File: config.mk
export PLATFORM = sky130hd
export DESIGN_NAME = ccbu_unit
export DESIGN_NICKNAME = d
export VERILOG_FILES = /design/src/design/ccbu_pkg.sv /design/src/design/ccbu_classify.sv /design/src/design/ccbu_unit.sv
export VERILOG_INCLUDE_DIRS = /design/src /design/src/design
export SDC_FILE = /design/constraint.sdc
export NUM_CORES = 1
export LEC_CHECK = 0
export BUFFER_PORTS_ARGS = -buffer_cell sky130_fd_sc_hd__buf_2
export CORE_UTILIZATION = 45
export DETAILED_ROUTE_END_ITERATION = 10
export GPL_TIMING_DRIVEN = 0
export HOLD_SLACK_MARGIN = 0.06
export PLACE_DENSITY_LB_ADDON = 0.1
export SYNTH_ARGS = -nofsm -noshare
export SYNTH_HDL_FRONTEND = slang
export SYNTH_HIERARCHICAL = 1
export SYNTH_SLANG_ARGS = --single-unit
export TNS_END_PERCENT = 10
File: constraint.sdc
create_clock -name clk_i -period 3.2 [get_ports clk_i]
set_input_delay 0.64 -clock clk_i [delete_from_list [all_inputs] [get_ports clk_i]]
set_output_delay 0.64 -clock clk_i [all_outputs]
set_load 0.05 [all_outputs]
File: src/design/ccbu_defs.svh
// Constants shared by the classify, compare and bit-clear datapath
`ifndef CCBU_DEFS_SVH
`define CCBU_DEFS_SVH

// ----------------------------------------------------------------
// Word and field layout
// ----------------------------------------------------------------
`define CCBU_WORD_W 32
`define CCBU_POS_W 5
`define CCBU_CONDITION_CODE_FIELD_LSB 0
`define CCBU_CONDITION_CODE_FIELD_MSB 2
`define CCBU_AC_STAT_LSB 3
`define CCBU_AC_STAT_MSB 6
`define CCBU_AC_CLASS_MSB 5
`define CCBU_AC_RESET 32'h0000_0000

// ----------------------------------------------------------------
// Condition codes
// ----------------------------------------------------------------
`define CCBU_CC_LT 3'h4
`define CCBU_CC_EQ 3'h2
`define CCBU_CC_GT 3'h1
`define CCBU_CC_NONE 3'h0

// ----------------------------------------------------------------
// Real number classes (low three status bits)
// ----------------------------------------------------------------
`define CCBU_CLS_ZERO 3'h0
`define CCBU_CLS_DENORM 3'h1
`define CCBU_CLS_NORMAL 3'h2
`define CCBU_CLS_INF 3'h3
`define CCBU_CLS_QUIET_NOT_A_NUMBER 3'h4
`define CCBU_CLS_SIGNALING_NOT_A_NUMBER 3'h5
`define CCBU_CLS_RSVD 3'h6

// ----------------------------------------------------------------
// Real formats
// ----------------------------------------------------------------
`define CCBU_SR_EXP_W 8
`define CCBU_SR_FRAC_W 23
`define CCBU_LR_EXP_W 11
`define CCBU_LR_FRAC_W 52

`endif

File: src/design/ccbu_pkg.sv
// Types shared by the classify, compare and bit-clear datapath
package ccbu_pkg;

  // Operation selected by the decoder
  typedef enum logic [1:0] {
    CCBU_OP_CLASS = 2'h0,
    CCBU_OP_CLRBIT = 2'h1,
    CCBU_OP_CMP = 2'h2,
    CCBU_OP_CMPDEC = 2'h3
  } ccbu_op_e;

endpackage : ccbu_pkg

File: src/design/ccbu_classify.sv
// Combinational classifier for one real number format
`timescale 1ns/1ps
`include "ccbu_defs.svh"

module ccbu_classify #(
  parameter int EXP_W = `CCBU_SR_EXP_W,
  parameter int FRAC_W = `CCBU_SR_FRAC_W
) (
  // Packed real: sign, exponent, fraction
  input wire logic [EXP_W+FRAC_W:0] value_i,
  // Classification result
  output logic sign_o,
  output logic [2:0] class_o
);

  // ----------------------------------------------------------------
  // Field split
  // ----------------------------------------------------------------
  logic [EXP_W-1:0] exp_w; // Biased exponent
  logic [FRAC_W-1:0] frac_w; // Fraction without hidden bit

  assign exp_w = value_i[EXP_W+FRAC_W-1:FRAC_W];
  assign frac_w = value_i[FRAC_W-1:0];
  assign sign_o = value_i[EXP_W+FRAC_W];

  // ----------------------------------------------------------------
  // Class decode
  // ----------------------------------------------------------------
  // Pure decode: there is no path by which a class raises an exception
  always_comb begin
    if (exp_w == '0) begin
      class_o = (frac_w == '0) ? `CCBU_CLS_ZERO : `CCBU_CLS_DENORM; // RQ1
    end else if (exp_w != '1) begin
      class_o = `CCBU_CLS_NORMAL; // RQ1
    end else if (frac_w == '0) begin
      class_o = `CCBU_CLS_INF; // RQ2
    end else if (frac_w[FRAC_W-1]) begin
      // Top fraction bit set marks the quiet kind
      class_o = `CCBU_CLS_QUIET_NOT_A_NUMBER; // RQ2
    end else begin
      class_o = `CCBU_CLS_SIGNALING_NOT_A_NUMBER; // RQ2
    end
  end

endmodule : ccbu_classify

File: src/design/ccbu_unit.sv
// Classify, bit-clear, compare and compare-and-decrement datapath
`timescale 1ns/1ps
`include "ccbu_defs.svh"

// How it works
// RQ1 - Zero, denormal, normal: sign then 000/001/010
// RQ2 - Infinity, NaNs, reserved: sign then 011..110
// RQ3 - Classification never raises a floating exception
// RQ4 - Bit clear copies source, one bit zeroed
// RQ5 - Compare sets 100 less, 010 equal, 001
// RQ6 - Signed or unsigned compare follows variant
// RQ7 - Compare-decrement writes second operand minus one
// RQ8 - Signed decrement wraps without overflow fault
// RQ9 - Stored code drives later conditional branch
// RQ10 - Class fills status bits 3-6 only
// RQ11 - Long real source names even register pair
// RQ12 - Operands and results are 32-bit words
// RQ13 - Non-compare operations keep condition code

module ccbu_unit #(
  parameter int WORD_W = `CCBU_WORD_W,
  parameter int POS_W = `CCBU_POS_W,
  parameter int REG_IDX_W = 5
) (
  // Clock and reset
  input wire logic clk_i,
  input wire logic reset_i,
  // Operation request from the decoder
  input wire logic op_valid_i,
  input ccbu_pkg::ccbu_op_e op_i,
  input wire logic op_signed_i,
  input wire logic op_long_i,
  input wire logic [WORD_W-1:0] src1_i,
  input wire logic [WORD_W-1:0] src2_i,
  input wire logic [WORD_W-1:0] src2_hi_i,
  input wire logic [REG_IDX_W-1:0] dst_idx_i,
  // Direct load of the arithmetic controls
  input wire logic ac_load_i,
  input wire logic [WORD_W-1:0] ac_load_data_i,
  // Branch query on the stored condition code
  input wire logic [2:0] branch_mask_i,
  output logic branch_taken_o,
  // Register file write
  output logic rf_we_o,
  output logic [REG_IDX_W-1:0] rf_waddr_o,
  output logic [WORD_W-1:0] rf_wdata_o,
  // Arithmetic controls
  output logic [WORD_W-1:0] ac_o,
  output logic [2:0] condition_code_field_o
);

  import ccbu_pkg::*;

  // ----------------------------------------------------------------
  // Operation strobes
  // ----------------------------------------------------------------
  logic do_class_w; // Classification this cycle
  logic do_clr_w; // Bit clear this cycle
  logic do_cmp_w; // Either compare form this cycle
  logic do_dec_w; // Compare-and-decrement this cycle

  assign do_class_w = op_valid_i && (op_i == CCBU_OP_CLASS);
  assign do_clr_w = op_valid_i && (op_i == CCBU_OP_CLRBIT);
  assign do_dec_w = op_valid_i && (op_i == CCBU_OP_CMPDEC);
  assign do_cmp_w = (op_valid_i && (op_i == CCBU_OP_CMP)) || do_dec_w;

  // ----------------------------------------------------------------
  // Classification
  // ----------------------------------------------------------------
  logic sr_sign_w; // Single real sign
  logic [2:0] sr_class_w; // Single real class
  logic lr_sign_w; // Long real sign
  logic [2:0] lr_class_w; // Long real class
  logic cls_sign_w; // Selected sign
  logic [2:0] cls_code_w; // Selected class

  // Single real held in the one source word
  ccbu_classify #(
    .EXP_W(`CCBU_SR_EXP_W),
    .FRAC_W(`CCBU_SR_FRAC_W)
  ) u_class_single (
    .value_i(src2_i),
    .sign_o(sr_sign_w),
    .class_o(sr_class_w)
  );

  // Long real: the decoder hands the even register and its partner
  ccbu_classify #(
    .EXP_W(`CCBU_LR_EXP_W),
    .FRAC_W(`CCBU_LR_FRAC_W)
  ) u_class_long (
    .value_i({src2_hi_i, src2_i}), // RQ11
    .sign_o(lr_sign_w),
    .class_o(lr_class_w)
  );

  // Pick the format; these formats have no reserved encoding, so the
  // reserved class code is never produced here
  assign cls_sign_w = op_long_i ? lr_sign_w : sr_sign_w; // RQ1
  assign cls_code_w = op_long_i ? lr_class_w : sr_class_w; // RQ2

  // ----------------------------------------------------------------
  // Compare
  // ----------------------------------------------------------------
  logic lt_w; // First operand below second
  logic eq_w; // Operands equal
  logic [2:0] cmp_cc_w; // Code to store

  // One comparator, signedness chosen per variant
  always_comb begin
    if (op_signed_i) begin
      lt_w = $signed(src1_i) < $signed(src2_i); // RQ6
    end else begin
      lt_w = src1_i < src2_i; // RQ6
    end
  end

  assign eq_w = (src1_i == src2_i);

  // Less wins, then equal, everything else is greater
  always_comb begin
    if (lt_w) begin
      cmp_cc_w = `CCBU_CC_LT; // RQ5
    end else if (eq_w) begin
      cmp_cc_w = `CCBU_CC_EQ; // RQ5
    end else begin
      cmp_cc_w = `CCBU_CC_GT; // RQ5
    end
  end

  // ----------------------------------------------------------------
  // Word results
  // ----------------------------------------------------------------
  logic [WORD_W-1:0] clr_mask_w; // One zero at the chosen bit
  logic [WORD_W-1:0] clr_res_w; // Bit clear result
  logic [WORD_W-1:0] dec_res_w; // Decrement result

  // Only the low position bits are used, giving the modulo wrap
  assign clr_mask_w = ~({{(WORD_W-1){1'b0}}, 1'b1} << src1_i[POS_W-1:0]);
  assign clr_res_w = src2_i & clr_mask_w; // RQ4
  // Plain modular subtract: wrapping past the minimum is silent
  assign dec_res_w = src2_i - {{(WORD_W-1){1'b0}}, 1'b1}; // RQ7 RQ8

  // ----------------------------------------------------------------
  // Register file write port
  // ----------------------------------------------------------------
  // One cycle pulse after the request; classify and plain compare never write
  always_ff @(posedge clk_i) begin
    if (reset_i) begin
      rf_we_o <= 1'b0;
    end else begin
      rf_we_o <= do_clr_w || do_dec_w; // RQ12
    end
  end

  // Address and data only load on a write, keeping the bus quiet
  always_ff @(posedge clk_i) begin
    if (reset_i) begin
      rf_waddr_o <= '0;
      rf_wdata_o <= '0;
    end else if (do_clr_w) begin
      rf_waddr_o <= dst_idx_i;
      rf_wdata_o <= clr_res_w; // RQ4 RQ12
    end else if (do_dec_w) begin
      rf_waddr_o <= dst_idx_i;
      rf_wdata_o <= dec_res_w; // RQ7
    end
  end

  // ----------------------------------------------------------------
  // Arithmetic controls
  // ----------------------------------------------------------------
  logic [WORD_W-1:0] ac_d; // Next arithmetic controls
  logic [WORD_W-1:0] ac_q; // Arithmetic controls

  // A direct load lands first; an operation in the same cycle then
  // overrides just its own field, so the load keeps every other bit
  always_comb begin
    ac_d = ac_load_i ? ac_load_data_i : ac_q;
    if (do_class_w) begin
      ac_d[`CCBU_AC_STAT_MSB] = cls_sign_w; // RQ10
      ac_d[`CCBU_AC_CLASS_MSB:`CCBU_AC_STAT_LSB] = cls_code_w; // RQ10
    end else if (do_cmp_w) begin
      ac_d[`CCBU_CONDITION_CODE_FIELD_MSB:`CCBU_CONDITION_CODE_FIELD_LSB] = cmp_cc_w; // RQ5
    end
    // Bit clear falls through and leaves the code alone (RQ13)
  end

  // Controls register
  always_ff @(posedge clk_i) begin
    if (reset_i) begin
      ac_q <= `CCBU_AC_RESET;
    end else begin
      ac_q <= ac_d;
    end
  end

  assign ac_o = ac_q;
  assign condition_code_field_o = ac_q[`CCBU_CONDITION_CODE_FIELD_MSB:`CCBU_CONDITION_CODE_FIELD_LSB];

  // ----------------------------------------------------------------
  // Branch evaluation
  // ----------------------------------------------------------------
  // Mask zero asks for an unordered code, any other mask tests bits;
  // this equals what a fused compare-and-branch would decide
  always_comb begin
    if (branch_mask_i == `CCBU_CC_NONE) begin
      branch_taken_o = (condition_code_field_o == `CCBU_CC_NONE); // RQ9
    end else begin
      branch_taken_o = |(condition_code_field_o & branch_mask_i); // RQ9
    end
  end

  // Helper: code a fused branch would derive from the operands
  logic [2:0] ref_cc_w;
  assign ref_cc_w = lt_w ? `CCBU_CC_LT : (eq_w ? `CCBU_CC_EQ : `CCBU_CC_GT);
endmodule : ccbu_unit

==> impl_metrics.json, run 1 <==
{
  "synth-simple-area-share": 0.263,
  "min-delay-path-class": "reg -> reg",
  "die_w_um": 103,
  "synth_top_cell_area_share": 0.303,
  "via_count": 5251,
  "hold_viol_final": 0,
  "status": "finished, final reports clean",
  "design_area_mm2": 0.00603,
  "rr_worst_depth": 4,
  "die_h_um": 103,
  "r2r-end": "ac_o[2]",
  "whs_ps": 458,
  "synth_xor_area_frac": 0,
  "rows": 36,
  "final_cell_mix": "buf_2 (213), dfxtp_1 (70), nor2_1 (62), mux2i_1 (39), inv_1 (36)",
  "detailed_place_hpwl_mm": 13.1,
  "critPathKind": "in -> reg",
  "drv_slew": 0,
  "cp.required_ps": 3500,
  "cp.arrival_ps": 3030,
  "rsz0062_at_grt": "false",
  "wl_mm": 16.2,
  "grt_start_max_net_pins": 16,
  "leakage_nw": 2.91,
  "synth_fa_ha_area_frac": 0.0894,
  "n_fill_cell": 896,
  "die-area_mm2": 0.0107,
  "reg2reg_slack_ps": 2290,
  "clk_latency_ps": 350,
  "avgViaCountPerCell": 5.76,
  "cts_tree": "built",
  "power.total_mw": 2.37,
  "timing.fmax_mhz": 366,
  "synth_flop_cell": "dfxtp_1",
  "grt_overflow_total": 0,
  "grt_pass1_vias": 4751,
  "hold_depth": 2,
  "async_flop_share": 0,
  "crit_fanout": 8,
  "hold_start": "rf_waddr_o[4]",
  "wl_per_cell_um": 17.7,
  "drive_gt1_frac": 0.337,
  "synth_top_family_by_area": "simple AND/OR/NAND/NOR gates",
  "endpoint_kind": "flip-flop",
  "setup_viol_count_final": 0,
  "post-route-min-period_ps": 2730,
  "syn_area_mm2": 0.00462,
  "critPathLaunchType": "primary input",
  "path_clk_slew_ps": 80,
  "gp_congestion": 0.886,
  "cts_buffer_depth": 2,
  "areaGrowthSynthToFinish_pct": 30.6,
  "pin_count": 218,
  "grt_first_pass_wirelength_mm": 24.0,
  "first_pass_iters": 5,
  "antenna_found_initial": 0,
  "portBuffers": 212,
  "multi_input_area_mm2": 0.00294,
  "core-area_mm2": 0.00986,
  "layout.nets": 950,
  "ir_drop_mv": 0.256,
  "synthMuxAreaShare": 0.0894,
  "hold_end": "rf_waddr_o[4]",
  "regToRegStartpoint": "ac_o[2]",
  "synth_cells": 550,
  "drc": 0,
  "p_per_area_mw_per_mm2": 392,
  "yosysWarnings": 6,
  "hold_buffers": 0,
  "fin_skew_ps": 0,
  "synth_top_area_cell": "dfxtp_1",
  "synth_fp_nets": 727,
  "yosysSeqAreaShare": 0.303,
  "synth-compound-area-share": 0.194,
  "synth.distinct_cells": 70,
  "final_common_cell": "buf_2",
  "place_area_mm2": 0.00585,
  "cts_resized": 0,
  "htreeDepth": 3,
  "ant_nets": 0,
  "period_share": 0.854,
  "cts_root_buffer": "clkbuf_8",
  "drt_iter0_markers": 308,
  "cap_violations": 0,
  "grt_use_total": 0.299,
  "start_util": 0.468,
  "regArea_mm2": 0.00140,
  "synth_area_leaders": "dfxtp_1 (30%), ha_1 (8.9%), mux2i_1 (8.5%)",
  "post_cts_buffers": 0,
  "diodes": 0,
  "synth_edf_count": 0,
  "fin_tns_setup_ps": 0,
  "synth-seq-cells": 70,
  "worstMarginPinSlew_ps": 918,
  "avgSynthCellArea_um2": 8.40,
  "cts_inserted_buffers": 9,
  "clock_sinks": 70,
  "slew_headroom": 0.386
}
==> critical path, stage by stage <==
cell      delay (ps)
buf_2            110
buf_6            120
inv_1             40
ha_1             310
nand4_1          160
nor4_1           790
a21boi_0         310
o31a_1           260
or3_1            130
a31o_2           140
==> cell type report <==
| class | count | share of cell area |
|---|---|---|
| sequential | 70 | 0.232 |
| clock inverter | 7 | 0.0102 |
| timing repair buffer | 212 | 0.176 |
| inverter | 36 | 0.0224 |
| multi-input combinational | 416 | 0.487 |
| tap | 133 | 0.0276 |
| buffer | 28 | 0.0241 |
| clock buffer | 9 | 0.0205 |
==> power breakdown <==
part | internal (mW) | leakage [nW] | switching (mW)
logic | 0.232 | 2.24 | 0.481
clock network | 0.296 | 0.0888 | 0.408
registers | 0.924 | 0.577 | 0.0263
total | 1.45 | 2.91 | 0.914
==> cells by family after synthesis <==
family	after synthesis
adders and majority gates	33
muxes	41
DFF	70
buffers and inverters	64
and+or+nand+nor	218
AOI/OAI and AO/OA	124
==> layer usage <==
metal | vias to the layer above | GRT usage | wire length, um
li1 | 2530 | - | -
met1 | 2463 | 0.371 | 6790
met2 | 234 | 0.525 | 7820
met3 | 24 | 0.0571 | 1260
met4 | 0 | 0.0921 | 278
met5 | - | 0 | 0
==> metrics by stage <==
step,worst slack [ps],instances,util
5_1_grt,424,911,0.611
3_3_place_gp,250,895,0.593
4_1_cts,550,911,0.611
3_5_place_dp,177,895,0.593
6_report,468,911,0.611
2_1_floorplan,316,550,-
==> registers in the layout, summed over array words and instances, names as in the netlist <==
| signal | flops |
|---|---|
| ac_o | 32 |
| rf_wdata_o | 32 |
| rf_waddr_o | 5 |
| rf_we_o | 1 |
==> how the worst max path moves through the flow <==
stage / start / end / slack, ps / cells past startpoint
finish: src2_i[14] / ac_o[0] / 470 / 10
global route: src2_i[14] / ac_o[0] / 420 / 10
CTS: src2_i[14] / rf_wdata_o[31] / 550 / 8
detailed placement: src2_i[14] / rf_wdata_o[31] / 180 / 8
global placement: src2_i[14] / rf_wdata_o[31] / 250 / 8
floorplan: ac_o[1] / branch_taken_o / 320 / 2
==> synthesized netlist by cell type (5+ instances only) <==
master and number:
or3_1 8, a211oi_1 17, o211ai_1 5, a22o_1 11
o221ai_1 6, a21oi_1 22, a31oi_1 7, nor2b_1 9
nor4_1 21, o21ai_0 16, nand4_1 12, nor2_1 62
o31ai_1 7, inv_1 36, nand2_1 30, clkbuf_1 14
ha_1 33, nor3_1 25, nor4_2 6, nand3_1 12
buf_4 6, mux2i_1 39, dfxtp_1 70
(Power assumes the default switching activity.)
==> inputs of run 2 (changes only) <==
Settings changed: CORE_UTILIZATION 45 to 35.
==> impl_metrics.json, run 2 (synthesis gave the netlist of run 1 again) <==
{
  "status": "finished, final reports clean",
  "path_clk_slew_ps": 60,
  "timing.fmax_mhz": 358,
  "clk_latency_ps": 330,
  "die_w_um": 117,
  "via_count": 5174,
  "cts_inserted_buffers": 9,
  "hold_start": "rf_waddr_o[3]",
  "ir_drop_mv": 0.235,
  "grt_use_total": 0.241,
  "htreeDepth": 3,
  "layout.nets": 950,
  "grt_first_pass_wirelength_mm": 24.6,
  "drive_gt1_frac": 0.337,
  "whs_ps": 449,
  "detailed_place_hpwl_mm": 13.3,
  "grt_start_max_net_pins": 13,
  "drc": 0,
  "pin_count": 218,
  "core-area_mm2": 0.0127,
  "clock_sinks": 70,
  "endpoint_kind": "flip-flop",
  "first_pass_iters": 5,
  "drt_iter0_markers": 357,
  "crit_fanout": 8,
  "fin_tns_setup_ps": 0,
  "antenna_found_initial": 0,
  "ant_nets": 0,
  "cap_violations": 0,
  "final_core_util": 0.487,
  "areaGrowthSynthToFinish_pct": 34.1,
  "cts_resized": 0,
  "worstMarginPinSlew_ps": 949,
  "die_h_um": 117,
  "power.total_mw": 2.66,
  "p_per_area_mw_per_mm2": 430,
  "portBuffers": 212,
  "cts_tree": "built",
  "hold_buffers": 0,
  "gp_congestion": 0.930,
  "fin_skew_ps": 0,
  "start_util": 0.363,
  "cts_buffer_depth": 2,
  "grt_pass1_vias": 4631,
  "slew_headroom": 0.362,
  "period_share": 0.873,
  "leakage_nw": 2.97,
  "critPathKind": "in -> reg",
  "critPathLaunchType": "primary input",
  "setup_viol_count_final": 0,
  "rsz0062_at_grt": "false",
  "cp.required_ps": 3480,
  "drv_slew": 0,
  "cts_root_buffer": "clkbuf_16",
  "min-delay-path-class": "reg -> reg",
  "final_common_cell": "buf_2",
  "startpoint": "src2_i[14]",
  "wl_per_cell_um": 17.5,
  "regToRegStartpoint": "ac_o[2]",
  "wl_mm": 16.6,
  "die-area_mm2": 0.0137,
  "post_cts_buffers": 0,
  "post-route-min-period_ps": 2790,
  "cp.arrival_ps": 3070,
  "final_cell_mix": "buf_2 (213), dfxtp_1 (70), nor2_1 (62), mux2i_1 (39), inv_1 (36)",
  "diodes": 0,
  "hold_viol_final": 0,
  "grt_overflow_total": 0,
  "rows": 41,
  "avgViaCountPerCell": 5.45
}
run 2: cell types whose count changed in the layout (fill, tap and decap cells not counted), sizes merged:
cell / before / now
bufinv: 0 / 1
clkinv: 1 / 4
inv: 40 / 36
clkinvlp: 2 / 1
clkbuf: 24 / 25
run 2: metrics by stage:
step | cell area (um2) | setup WS, ps | std cells
2_1_floorplan | 4620 | 316 | 550
3_3_place_gp | 5900 | 172 | 934
3_5_place_dp | 5900 | 155 | 934
4_1_cts | 6200 | 478 | 950
5_1_grt | 6200 | 275 | 950
6_report | 6200 | 407 | 950
run 2: worst paths after layout:
check	end	slack (ps)	cells after the start
hold / removal	rf_waddr_o[3]	450	2
hold reg to reg	rf_waddr_o[3]	450	2
setup / recovery	ac_o[0]	410	10
setup reg to reg	ac_o[2]	2290	4
run 2: cell type report:
cell class / instances / area (um2)
sequential: 70 / 1400
multi-input combinational: 416 / 2940
buffer: 28 / 145
inverter: 36 / 135
fill: 1330 / 6530
clock buffer: 10 / 239
tap: 172 / 215
timing repair buffer: 212 / 1060
clock inverter: 6 / 61.3
run 2: routing by layer:
layer,GRT usage,routed length (um),share of wire
met4,0.0515,163,0.0098
met3,0.0541,1380,0.083
met5,0,0,0
met1,0.317,7360,0.44
met2,0.402,7730,0.46
run 2: worst max-delay path: stages:
cell and delay, ps:
buf_2 110, buf_6 130, inv_1 50, ha_1 300
nand4_1 160, nor4_1 830, a21boi_0 310, o31a_1 280
or3_1 140, a31o_2 140
run 2: power breakdown:
| group | total (mW) | leakage, nW | internal [mW] | switching (mW) |
|---|---|---|---|---|
| Sequential | 0.952 | 0.577 | 0.926 | 0.0269 |
| Combinational | 0.714 | 2.24 | 0.231 | 0.483 |
| Clock | 0.998 | 0.148 | 0.621 | 0.378 |
